File: src/dsd_pkg.sv
// Package: register map, field layout and reset values of the decimator
package dsd_pkg;

    // ****************************************************************
    // Register indices (printed offsets are not word multiples)
    // ****************************************************************
    localparam logic [7:0] IDX_DATA_HIGH_CLEAR = 8'hE4;
    localparam logic [7:0] IDX_DATA_LOW = 8'hE5;
    localparam logic [7:0] IDX_CONTROL = 8'hE6;
    localparam logic [9:0] ADDR_DATA_HIGH_CLEAR = {IDX_DATA_HIGH_CLEAR, 2'b00};
    localparam logic [9:0] ADDR_DATA_LOW = {IDX_DATA_LOW, 2'b00};
    localparam logic [9:0] ADDR_CONTROL = {IDX_CONTROL, 2'b00};

    // ****************************************************************
    // Control register fields
    // ****************************************************************
    localparam int CTL_LATCH_CLK_BIT = 0;
    localparam int CTL_SOURCE_LSB = 1;
    localparam int CTL_GATE_CLK_BIT = 3;
    localparam int CTL_GATE_EN_LSB = 4;
    localparam logic [7:0] CONTROL_RESET = 8'h00;
    localparam logic [15:0] ACCUM_RESET = 16'h0000;

    // ****************************************************************
    // Sample buffer shape
    // ****************************************************************
    localparam int FIFO_DEPTH = 8;
    localparam int FIFO_WIDTH = 1;
    localparam logic [3:0] FIFO_COUNT_RESET = 4'h0;

    // Bus answer state
    typedef enum logic [1:0] {
        BUS_IDLE = 2'b01,
        BUS_DONE = 2'b10
    } dsd_bus_t;

endpackage

File: src/dsd_decimator.sv
// Decimator front end: comparator select, latch, accumulator, APB registers
// Function
// RULE1: Hardware accumulates the fast one-bit comparator stream.
// RULE2: Firmware does the remaining low-rate filtering of the sum.
// RULE3: Hardware and firmware together form a divide-by-n decimator.
// RULE4: Source field bits 2:1 pick comparator column 0 to 3.
// RULE5: Latch clock select bit 0 picks the latch clock, 0 = block 02.
// RULE6: Gate clock select bit 3 picks block 02 (0) or block 06 (1).
// RULE7: Gate enable bits 7:4 each gate their column's comparator.
// RULE8: Reading the high register returns the upper result byte.
// RULE9: Any write to the high register clears the whole 16-bit sum; the code clears it only when paddr[1:0] is 0.
// RULE10: The low register is read-only and returns the lower byte.
// RULE11: Each selected latch clock edge adds the bit, wrapping, reset 0.
//
// The APB register port was chosen for this implementation.
module dsd_decimator (
    input wire logic clk,
    input wire logic reset,
    input wire logic psel,
    input wire logic penable,
    input wire logic pwrite,
    input wire logic [11:0] paddr,
    input wire logic [31:0] pwdata,
    output logic [31:0] prdata,
    output logic pready,
    output logic pslverr,
    input wire logic [3:0] columnComparators,
    input wire logic basicBlockClock,
    input wire logic commBlockClock,
    input wire logic altLatchClock,
    output logic [3:0] columnGateActive
);

    // ****************************************************************
    // State
    // ****************************************************************
    typedef struct packed {
        logic [7:0] control;
        logic [15:0] accum;
        logic [31:0] rdata;
        logic [3:0] comp1, comp2, comp3;
        logic [2:0] basicSync, commSync, altSync;
        logic basicSt, commSt, altSt;
        logic [3:0] compSt;
        logic latchPrev;
        logic [3:0] gate;
        dsd_pkg::dsd_bus_t bus;
    } dsd_state_t;

    dsd_state_t s_q, s_d;

    logic [1:0] sourceSel;
    logic latchSel, gateSel, latchClk, latchEdge, sampleBit, gateClk;
    logic fifoInReady, fifoOutValid, fifoOutData, accept, clearHit;
    logic setupRead, setupWrite;
    logic [9:0] wordAddr;

    // Word indices as they appear on paddr[11:2], not byte addresses
    localparam logic [9:0] W_HIGH = {2'b00, dsd_pkg::IDX_DATA_HIGH_CLEAR};
    localparam logic [9:0] W_LOW = {2'b00, dsd_pkg::IDX_DATA_LOW};
    localparam logic [9:0] W_CTL = {2'b00, dsd_pkg::IDX_CONTROL};

    // Agreement filter: a pin change counts once stages two and three agree
    function automatic logic agree(input logic stable, input logic a,
                                   input logic b);
        agree = (a == b) ? a : stable;
    endfunction

    // ****************************************************************
    // Field decode
    // ****************************************************************
    assign sourceSel = s_q.control[dsd_pkg::CTL_SOURCE_LSB +: 2]; // RULE4
    assign latchSel = s_q.control[dsd_pkg::CTL_LATCH_CLK_BIT]; // RULE5
    assign gateSel = s_q.control[dsd_pkg::CTL_GATE_CLK_BIT]; // RULE6
    // Latch clock: 0 = basic block, 1 = alternate source
    assign latchClk = latchSel ? s_q.altSt : s_q.basicSt; // RULE5
    assign gateClk = gateSel ? s_q.commSt : s_q.basicSt; // RULE6
    assign latchEdge = latchClk && !s_q.latchPrev; // RULE11
    assign sampleBit = s_q.compSt[sourceSel]; // RULE4
    assign wordAddr = paddr[11:2];
    assign setupRead = psel && !penable && !pwrite;
    assign setupWrite = psel && !penable && pwrite;
    assign clearHit = setupWrite &&
        (wordAddr == W_HIGH) &&
        (paddr[1:0] == 2'b00);
    assign accept = fifoOutValid;

    // Samples buffered so the accumulator may lag a burst of edges
    dsd_fifo #(
        .WIDTH(dsd_pkg::FIFO_WIDTH),
        .DEPTH(dsd_pkg::FIFO_DEPTH)
    ) u_fifo (
        .clk(clk),
        .reset(reset),
        .inValid(latchEdge),
        .inReady(fifoInReady),
        .inData(sampleBit),
        .outValid(fifoOutValid),
        .outReady(!clearHit),
        .outData(fifoOutData)
    );

    // ****************************************************************
    // Next state
    // ****************************************************************
    always_comb begin
        s_d = s_q;
        // Three-stage synchronisers; stage one feeds only stage two
        s_d.comp1 = columnComparators;
        s_d.comp2 = s_q.comp1;
        s_d.comp3 = s_q.comp2;
        s_d.basicSync = {s_q.basicSync[1:0], basicBlockClock};
        s_d.commSync = {s_q.commSync[1:0], commBlockClock};
        s_d.altSync = {s_q.altSync[1:0], altLatchClock};
        for (int i = 0; i < 4; i++) begin
            s_d.compSt[i] = agree(s_q.compSt[i], s_q.comp2[i], s_q.comp3[i]);
        end
        s_d.basicSt = agree(s_q.basicSt, s_q.basicSync[1], s_q.basicSync[2]);
        s_d.commSt = agree(s_q.commSt, s_q.commSync[1], s_q.commSync[2]);
        s_d.altSt = agree(s_q.altSt, s_q.altSync[1], s_q.altSync[2]);
        // Latch edge is only taken while the FIFO has room; a full FIFO
        // leaves latchPrev low so the edge is retried next cycle
        s_d.latchPrev = latchClk && (s_q.latchPrev || fifoInReady);
        // Per-column gate follows the chosen gate clock when enabled
        for (int i = 0; i < 4; i++) begin
            s_d.gate[i] = s_q.control[dsd_pkg::CTL_GATE_EN_LSB + i]
                && gateClk; // RULE7
        end
        // Accumulate drained samples, wrapping; clear has priority
        if (clearHit) begin
            s_d.accum = dsd_pkg::ACCUM_RESET; // RULE9
        end else if (accept) begin
            s_d.accum = s_q.accum + 16'(fifoOutData); // RULE1 RULE3 RULE11
        end
        // APB: answer one cycle after setup, always ready in access
        case (s_q.bus)
            dsd_pkg::BUS_IDLE: begin
                if (psel && !penable) begin
                    s_d.bus = dsd_pkg::BUS_DONE;
                end
            end
            dsd_pkg::BUS_DONE: begin
                s_d.bus = dsd_pkg::BUS_IDLE;
            end
            default: begin
                s_d.bus = dsd_pkg::BUS_IDLE;
            end
        endcase
        if (setupWrite && wordAddr == W_CTL) begin
            s_d.control = pwdata[7:0];
        end
        if (setupRead) begin
            case (wordAddr)
                W_HIGH:
                    s_d.rdata = {24'h000000, s_q.accum[15:8]}; // RULE8
                W_LOW:
                    s_d.rdata = {24'h000000, s_q.accum[7:0]}; // RULE10
                W_CTL:
                    s_d.rdata = {24'h000000, s_q.control};
                default:
                    s_d.rdata = 32'h00000000;
            endcase
        end
    end

    // ****************************************************************
    // Register stage
    // ****************************************************************
    always_ff @(posedge clk) begin
        if (reset) begin
            s_q <= '0; // RULE11
            s_q.control <= dsd_pkg::CONTROL_RESET;
            s_q.bus <= dsd_pkg::BUS_IDLE;
        end else begin
            s_q <= s_d;
        end
    end

    // Outputs; writes to the low register are silently ignored
    assign prdata = s_q.rdata;
    assign pready = (s_q.bus == dsd_pkg::BUS_DONE);
    assign pslverr = 1'b0;
    assign columnGateActive = s_q.gate;

    // ****************************************************************
    // Checks
    // ****************************************************************
    property p_clear;
        @(posedge clk) disable iff (reset)
        clearHit |=> (s_q.accum == 16'h0000);
    endproperty
    a_clear: assert property (p_clear) else $error("clear missed"); // RULE9

    property p_accum;
        @(posedge clk) disable iff (reset)
        (accept && !clearHit) |=>
            (s_q.accum == $past(s_q.accum) + 16'($past(fifoOutData)));
    endproperty
    a_accum: assert property (p_accum) else $error("bad sum"); // RULE11

    property p_hold;
        @(posedge clk) disable iff (reset)
        (!accept && !clearHit) |=> $stable(s_q.accum);
    endproperty
    a_hold: assert property (p_hold) else $error("sum moved"); // RULE1

    property p_high;
        @(posedge clk) disable iff (reset)
        (setupRead && wordAddr == W_HIGH)
            |=> pready && prdata == {24'h000000, $past(s_q.accum[15:8])};
    endproperty
    a_high: assert property (p_high) else $error("high byte"); // RULE8

    property p_low;
        @(posedge clk) disable iff (reset)
        (setupRead && wordAddr == W_LOW)
            |=> pready && prdata == {24'h000000, $past(s_q.accum[7:0])};
    endproperty
    a_low: assert property (p_low) else $error("low byte"); // RULE10

    property p_source;
        @(posedge clk) disable iff (reset)
        latchEdge && fifoInReady && !fifoOutValid |=>
            fifoOutData == $past(s_q.compSt[sourceSel]);
    endproperty
    a_source: assert property (p_source) else $error("source"); // RULE4

    property p_gate;
        @(posedge clk) disable iff (reset)
        ##1 columnGateActive == ($past(s_q.control[7:4]) &
            {4{$past(gateSel ? s_q.commSt : s_q.basicSt)}});
    endproperty
    a_gate: assert property (p_gate) else $error("gate"); // RULE6 RULE7

    property p_latch;
        @(posedge clk) disable iff (reset)
        (!latchSel && s_q.basicSt && !s_q.latchPrev && fifoInReady)
            |-> latchEdge;
    endproperty
    a_latch: assert property (p_latch) else $error("latch sel"); // RULE5

    property p_ctl_write;
        @(posedge clk) disable iff (reset)
        (setupWrite && wordAddr == W_CTL)
            |=> (s_q.control == $past(pwdata[7:0]));
    endproperty
    a_ctl_write: assert property (p_ctl_write) else $error("ctl"); // RULE4

    property p_ctl_keep;
        @(posedge clk) disable iff (reset)
        !(setupWrite && wordAddr == W_CTL)
            |=> $stable(s_q.control);
    endproperty
    a_ctl_keep: assert property (p_ctl_keep) else $error("ctl"); // RULE10

    property p_edge_once;
        @(posedge clk) disable iff (reset)
        (latchEdge && fifoInReady)
            |=> !latchEdge;
    endproperty
    a_edge_once: assert property (p_edge_once) else $error("edge"); // RULE11

    property p_alt_only;
        @(posedge clk) disable iff (reset)
        (latchSel && !s_q.altSt)
            |-> !latchEdge;
    endproperty
    a_alt_only: assert property (p_alt_only) else $error("alt"); // RULE5

    property p_wrap;
        @(posedge clk) disable iff (reset)
        (accept && !clearHit && s_q.accum == 16'hFFFF && fifoOutData)
            |=> (s_q.accum == 16'h0000);
    endproperty
    a_wrap: assert property (p_wrap) else $error("wrap"); // RULE11

    property p_gate_off;
        @(posedge clk) disable iff (reset)
        (s_q.control[dsd_pkg::CTL_GATE_EN_LSB +: 4] == 4'h0)
            |=> (columnGateActive == 4'h0);
    endproperty
    a_gate_off: assert property (p_gate_off) else $error("gate off"); // RULE7

    property p_comm_gate;
        @(posedge clk) disable iff (reset)
        (gateSel && !s_q.commSt)
            |=> (columnGateActive == 4'h0);
    endproperty
    a_comm_gate: assert property (p_comm_gate) else $error("comm"); // RULE6

    property p_ready_once;
        @(posedge clk) disable iff (reset)
        pready
            |=> !pready;
    endproperty
    a_ready_once: assert property (p_ready_once) else $error("rdy"); // RULE8

    c_clear: cover property (@(posedge clk) disable iff (reset) clearHit);
    c_full: cover property (@(posedge clk) disable iff (reset) !fifoInReady);
    c_wrap: cover property (@(posedge clk) disable iff (reset)
        accept && s_q.accum == 16'hFFFF && fifoOutData);
    c_alt: cover property (@(posedge clk) disable iff (reset)
        latchSel && latchEdge);
    c_gate: cover property (@(posedge clk) disable iff (reset)
        columnGateActive != 4'h0);
endmodule

File: src/dsd_fifo.sv
// Sample FIFO between the latch stage and the accumulator
module dsd_fifo #(
    parameter int WIDTH = 1,
    parameter int DEPTH = 8
) (
    input wire logic clk,
    input wire logic reset,
    input wire logic inValid,
    output logic inReady,
    input wire logic [WIDTH-1:0] inData,
    output logic outValid,
    input wire logic outReady,
    output logic [WIDTH-1:0] outData
);
    localparam int AW = $clog2(DEPTH);

    typedef struct packed {
        logic [AW-1:0] wrPtr;
        logic [AW-1:0] rdPtr;
        logic [AW:0] count;
    } dsd_fifo_state_t;

    logic [WIDTH-1:0] mem [DEPTH];
    dsd_fifo_state_t s_q, s_d;
    logic push, pop;

    // Honest full and empty from the word count
    assign inReady = (s_q.count != (AW+1)'(DEPTH));
    assign outValid = (s_q.count != '0);
    assign outData = mem[s_q.rdPtr];
    assign push = inValid && inReady;
    assign pop = outValid && outReady;

    // Pointer and count update
    always_comb begin
        s_d = s_q;
        if (push) begin
            s_d.wrPtr = s_q.wrPtr + AW'(1);
        end
        if (pop) begin
            s_d.rdPtr = s_q.rdPtr + AW'(1);
        end
        s_d.count = s_q.count + (AW+1)'(push) - (AW+1)'(pop);
    end

    // Storage array is not reset; only pointers and count are
    always_ff @(posedge clk) begin
        if (reset) begin
            s_q <= '0;
        end else begin
            s_q <= s_d;
        end
        if (push) begin
            mem[s_q.wrPtr] <= inData;
        end
    end
endmodule

File: config.mk
export PLATFORM = sky130hd
export DESIGN_NAME = dsd_decimator
export DESIGN_NICKNAME = d
export VERILOG_FILES = /design/src/dsd_pkg.sv /design/src/dsd_decimator.sv /design/src/dsd_fifo.sv
export SDC_FILE = /design/constraint.sdc
export NUM_CORES = 1
export LEC_CHECK = 0
export BUFFER_PORTS_ARGS = -buffer_cell sky130_fd_sc_hd__buf_2
export CORE_UTILIZATION = 45
export CTS_BUF_LIST = sky130_fd_sc_hd__clkbuf_4 sky130_fd_sc_hd__clkbuf_8
export CTS_CLUSTER_SIZE = 14
export DETAILED_ROUTE_END_ITERATION = 16
export PLACE_DENSITY = 0.82
export SYNTH_ARGS = -nofsm -noshare
export SYNTH_HDL_FRONTEND = slang
export SYNTH_SLANG_ARGS = --single-unit
export TNS_END_PERCENT = 50
File: constraint.sdc
create_clock -name clk -period 2.5 [get_ports clk]
set_clock_uncertainty 0.15 [all_clocks]
set_input_delay 0.25 -clock clk [delete_from_list [all_inputs] [get_ports clk]]
set_output_delay 0.25 -clock clk [all_outputs]
set_load 0.01 [all_outputs]
# Word-level counts from Yosys, hierarchy flattened
# Memory sizes are Yosys's and may differ from the RTL's. A register that Yosys moved wholly into a read port is not among the register bits.
# Cells that the tools add are included.
[totals]
regBits = 101
latchBits = 0
ram_bits = 8
rom_bits = 0
input_bits = 56
out_inout_bits = 38
n_memories = 1
[memory_table]
columns = ["name", "words", "width", "read_ports", "rd_clocked_by_memory_dff", "wr", "line", "text"]
rows = [
  ["u_fifo.mem", 8, 1, 1, 1, 1, "dsd_fifo.sv:23", "logic [WIDTH-1:0] mem [DEPTH];"],
]
[op_classes]
addsub = 5
mul = 0
n_div = 0
order_cmp = 1
n_eq_ne = 13
shift = 0
mux = 9
bitwise = 1
reduce_logical = 23
[op_table]
columns = ["cell", "n"]
rows = [
  ["equality test 10 x 8 -> 1 bit (second input constant)", 3],
  ["case mux 8 bit (3 select lines)", 1],
  ["adder 16 x 1 -> 16 bit", 1],
  ["logical AND 1 bit", 14],
  ["equality test 1 bit", 7],
  ["adder 3 x 1 -> 3 bit (second input constant)", 2],
  ["two-way mux 3 bit", 2],
  ["two-way mux 1 bit", 5],
  ["adder 4 x 1 -> 4 bit", 1],
  ["logical NOT 1 bit", 4],
  ["inequality test 4 bit (second input constant)", 1],
  ["nonzero test 4 bit", 1],
  ["OR reduction 2 bit", 2],
  ["subtractor 4 x 1 -> 4 bit", 1],
  ["< comparator 2 x 3 -> 1 bit (second input constant)", 1],
  ["binary-select mux 1 bit (select 2 bit)", 1],
  ["equality test 2 x 1 -> 1 bit (second input constant)", 1],
  ["equality test 2 bit (second input constant)", 1],
  ["logical NOT 2 bit", 1],
  ["logical OR 1 bit", 1],
  ["NOT 1 bit", 1],
]

# Depth between registers and ports, before layout
[logic_depth]
depth_word = 9
depth_mapped = 11
depth_no_buf = 10

# Cells and area by module
# From an unflattened synthesis, not the netlist that was laid out.
[hier_totals]
cells_unflattened = 386
hier_area_um2 = 3862.5
[modules_own_cells]
columns = ["module", "n_inst", "cells_each", "area_per_inst_um2", "seq_area_each_um2"]
rows = [
  ["dsd_decimator", 1, 295, 2841.5, 1341.3],
  ["dsd_fifo", 1, 91, 1021.0, 500.5],
]

# Worst setup path before layout
# No wires, ideal clock.
[synth_path]
kind = "register -> register"
startpoint = "reg u_fifo.s_q[2] in the netlist's numbering"
endpoint = "reg u_fifo.s_q[2] in the netlist's numbering"
arrival_ps = 2071
t_required_ps = 2222
setup_slack_ps = 151
stages_incl_launch_ff = 12
n_path_buf = 1
cell_sequence = "dfxtp_1 inv_1 ha_1 nor3b_1 clkbuf_1 or3_1 nand2_1 ha_1 inv_1 fa_1 xor2_1 nor2_1"
[synth_between]
elab_chain_cells = 4
[synth_rtl]
columns = ["element", "line", "text"]
rows = [
  ["start, declared", "dsd_fifo.sv:24", "dsd_fifo_state_t s_q, s_d;"],
  ["start signal, assigned", "dsd_fifo.sv:49", "s_q <= '0;"],
  ["start signal, assigned", "dsd_fifo.sv:51", "s_q <= s_d;"],
  ["inequality test 4 bit", "dsd_fifo.sv:28", "assign inReady = (s_q.count != (AW+1)'(DEPTH));"],
  ["logical AND 1 bit", "dsd_fifo.sv:31", "assign push = inValid && inReady;"],
  ["adder 4 x 1 -> 4 bit", "dsd_fifo.sv:43", "s_d.count = s_q.count + (AW+1)'(push) - (AW+1)'(pop);"],
  ["subtractor 4 x 1 -> 4 bit *", "dsd_fifo.sv:43", ""],
]
# Every way passes the cells marked *; elsewhere a longest branch is shown, timed or not.
# A chain may end at the register's enable or synchronous reset.

==> flow_metrics.py <==
metrics = {
    "floorplan": {
        "core_um2": 8217,
        "num_io_pins": 94,
        "start_util_pct": 46.51,
        "fp-row-count": 33,
        "die_w_um": 94.15,
        "die_h_um": 94.15,
        "dieArea_um2": 8864,
    },
    "min_path": {
        "hp-class": "in2reg",
    },
    "final_layout": {
        "multi_input_area_um2": 1689,
        "layout_commonest_cell": "dfxtp_1",
        "seqCellArea_um2": 1842,
        "drive_gt1_share_pct": 16.74,
        "syn_to_final_growth_pct": 12.34,
        "mostFrequentLayoutCells": "dfxtp_1, buf_2, nor2_1",
        "final_nets": 498,
        "num-fill-cells": 711,
        "antenna_cells": 0,
    },
    "pwr": {
        "total_power_w": 0.003102,
        "p_leak_nw": 1.732,
        "ir_drop_mv": 0.4262,
        "power_density_nw_per_um2": 722.6,
    },
    "place": {
        "portBuffers": 44,
        "hpwlAfterDp_mm": 4.954,
        "gp_congestion": 0.8774,
    },
    "global_routing": {
        "grt_usage_pct": 16.57,
        "gr-total-overflow": 0,
        "grt_pass1_wl_mm": 11.36,
        "grt_max_degree": 34,
        "grt_pass1_vias": 2515,
        "antenna_found_initial": 0,
    },
    "detailed_routing": {
        "drt.antenna.violating_nets": 0,
        "via_count": 2740,
        "routed_wl_mm": 6.839,
        "firstDrtPassIters": 4,
        "first_iter_violations": 145,
        "post-route-drc-count": 0,
        "wire_per_inst_um": 12.64,
        "vias_per_cell": 5.065,
    },
    "logic_synthesis": {
        "yosys.area.top_type": "dfxtp_1",
        "synthFlopType": "dfxtp_1",
        "synth.area.top_cells": "dfxtp_1, buf_4, edfxtp_1, mux2i_1, nor2b_1",
        "synth_top_area_share_pct": 41.91,
        "yosysWarnings": 0,
        "async_reset_ff_share_pct": 0,
        "synth-edff-count": 8,
        "synth.cell_area_um2": 3821,
        "synth.avg_cell_area_um2": 9.925,
        "syn_inst": 385,
        "synthDistinctLibCells": 45,
        "ys_ff_latch": 88,
        "yosysSeqAreaShare_pct": 48.20,
    },
    "timing": {
        "clock.fmax_mhz": 430.3,
        "rsz0062_at_grt": "false",
        "finalMaxSlewViolations": 0,
        "hold_viol_final": 0,
        "fin_crit_ps": 2324,
        "setup_viol": 0,
        "period_share_pct": 92.95,
        "setup_tns_ps": 0,
        "maxSlewHeadroom_pct": 58.43,
        "worst_pin_slew_ps": 621.8,
    },
    "cts": {
        "cts_tree": "built",
        "cts_resized": 0,
        "numCtsBuffers": 9,
        "htree_num_levels": 3,
        "clk_pin_slew_ps": 80,
        "cts_num_sinks": 88,
        "root_buffer": "clkbuf_8",
        "hold_buffers": 13,
        "clk_latency_ps": 360,
        "post-cts-setup-buffer-count": 0,
        "cts.path.max_buffers": 2,
    },
    "worst_setup_path": {
        "cp-start-kind": "flop",
        "worst_ep_required_time_ps": 2560,
        "cp-end-kind": "flop",
        "cp.arrival_ps": 2390,
        "path_class": "reg2reg",
        "critPathMaxFanout": 7,
    },
    "outcome": {
        "outcome": "complete, no violations",
    },
    "job": {
        "maxCapViolCount": 0,
    },
}
==> critical path, stage by stage, from the launching register on <==
cell and delay [ps]:
dfxtp_1 390, mux4_2 510, mux2_2 290, ha_1 200, nand3_1 150, nand2b_1 290
or4_1 160, a21oi_1 60
==> layer usage <==
layer	up-vias	track usage (%)	part of all wire, %
met2	89	26.81	48
met3	13	5.016	6.6
met5	-	0	0
met4	0	5.641	1.6
li1	1372	-	-
met1	1266	20.85	44
==> synth_stat cells, types with 8 or more instances <==
| cell type | count |
|---|---|
| dfxtp_1 | 80 |
| buf_4 | 37 |
| nor2_1 | 33 |
| nor2b_1 | 24 |
| nand2_1 | 22 |
| a21oi_1 | 21 |
| mux2i_1 | 19 |
| inv_1 | 14 |
| clkbuf_1 | 12 |
| o21ai_0 | 12 |
| xnor2_1 | 12 |
| ha_1 | 9 |
| a22o_1 | 8 |
| edfxtp_1 | 8 |
==> cell families after synthesis <==
kind of cell             synth area share [%]
flip-flops                              48.20
other                                 0.09814
XOR/XNOR                                3.209
AND/OR/NAND/NOR                         19.29
adder cells (fa/ha/maj)                 3.471
AO/OA/AOI/OAI                           8.743
multiplexers                            7.040
buffers and inverters                   9.954
==> registers in the layout (all words and copies together) (netlist names), named ones only <==
name	flops
u_fifo.mem	8
prdata	8
columnGateActive	4
s_d	14
gateSel	1
u_fifo.s_q	10
latchSel	1
s_q	39
==> cell type report <==
type / count / area share (%)
Clock buffer: 9 / 2.885
Clock inverter: 6 / 1.545
Inverter: 14 / 1.224
Multi-Input combinational cell: 257 / 39.35
Sequential cell: 88 / 42.90
Tap cell: 105 / 3.060
Timing Repair Buffer: 62 / 9.035
==> path summary, 6_finish.rpt <==
| kind | start | endpoint | slack, ps | cells after the start |
|---|---|---|---|---|
| min reg2reg | s_d[27]$_SDFF_PP0_ | s_d[23]$_SDFF_PP0_ | 290 | 1 |
| max reg2reg | flop | s_q[80]$_SDFFE_PP0P_ | 180 | 7 |
| max | flop | s_q[80]$_SDFFE_PP0P_ | 180 | 7 |
| min | pwdata[1] | s_q[84]$_SDFFE_PP0P_ | 20 | 3 |
==> power breakdown <==
group | switching (W) | internal [W] | total (W)
Clock | 0.000494 | 0.000462 | 0.000956
Sequential | 0.0000665 | 0.00151 | 0.00158
Combinational | 0.000301 | 0.000266 | 0.000567
==> per-stage QoR <==
step / util (%) / instance area (µm²) / worst slack, ps / cells / hold WS (ps)
floorplan: - / 3911 / 151.2 / 409 / 228.2
global placement: 48.35 / 3973 / 192.6 / 513 / 268.1
global route: 52.25 / 4293 / 46.27 / 541 / 18.57
CTS: 52.25 / 4293 / 159.2 / 541 / 11.86
detailed placement: 48.35 / 3973 / 133.1 / 513 / 272.6
finish: 52.25 / 4293 / 176.2 / 541 / 21.63
Note: power is estimated with default switching activity, not from simulation.
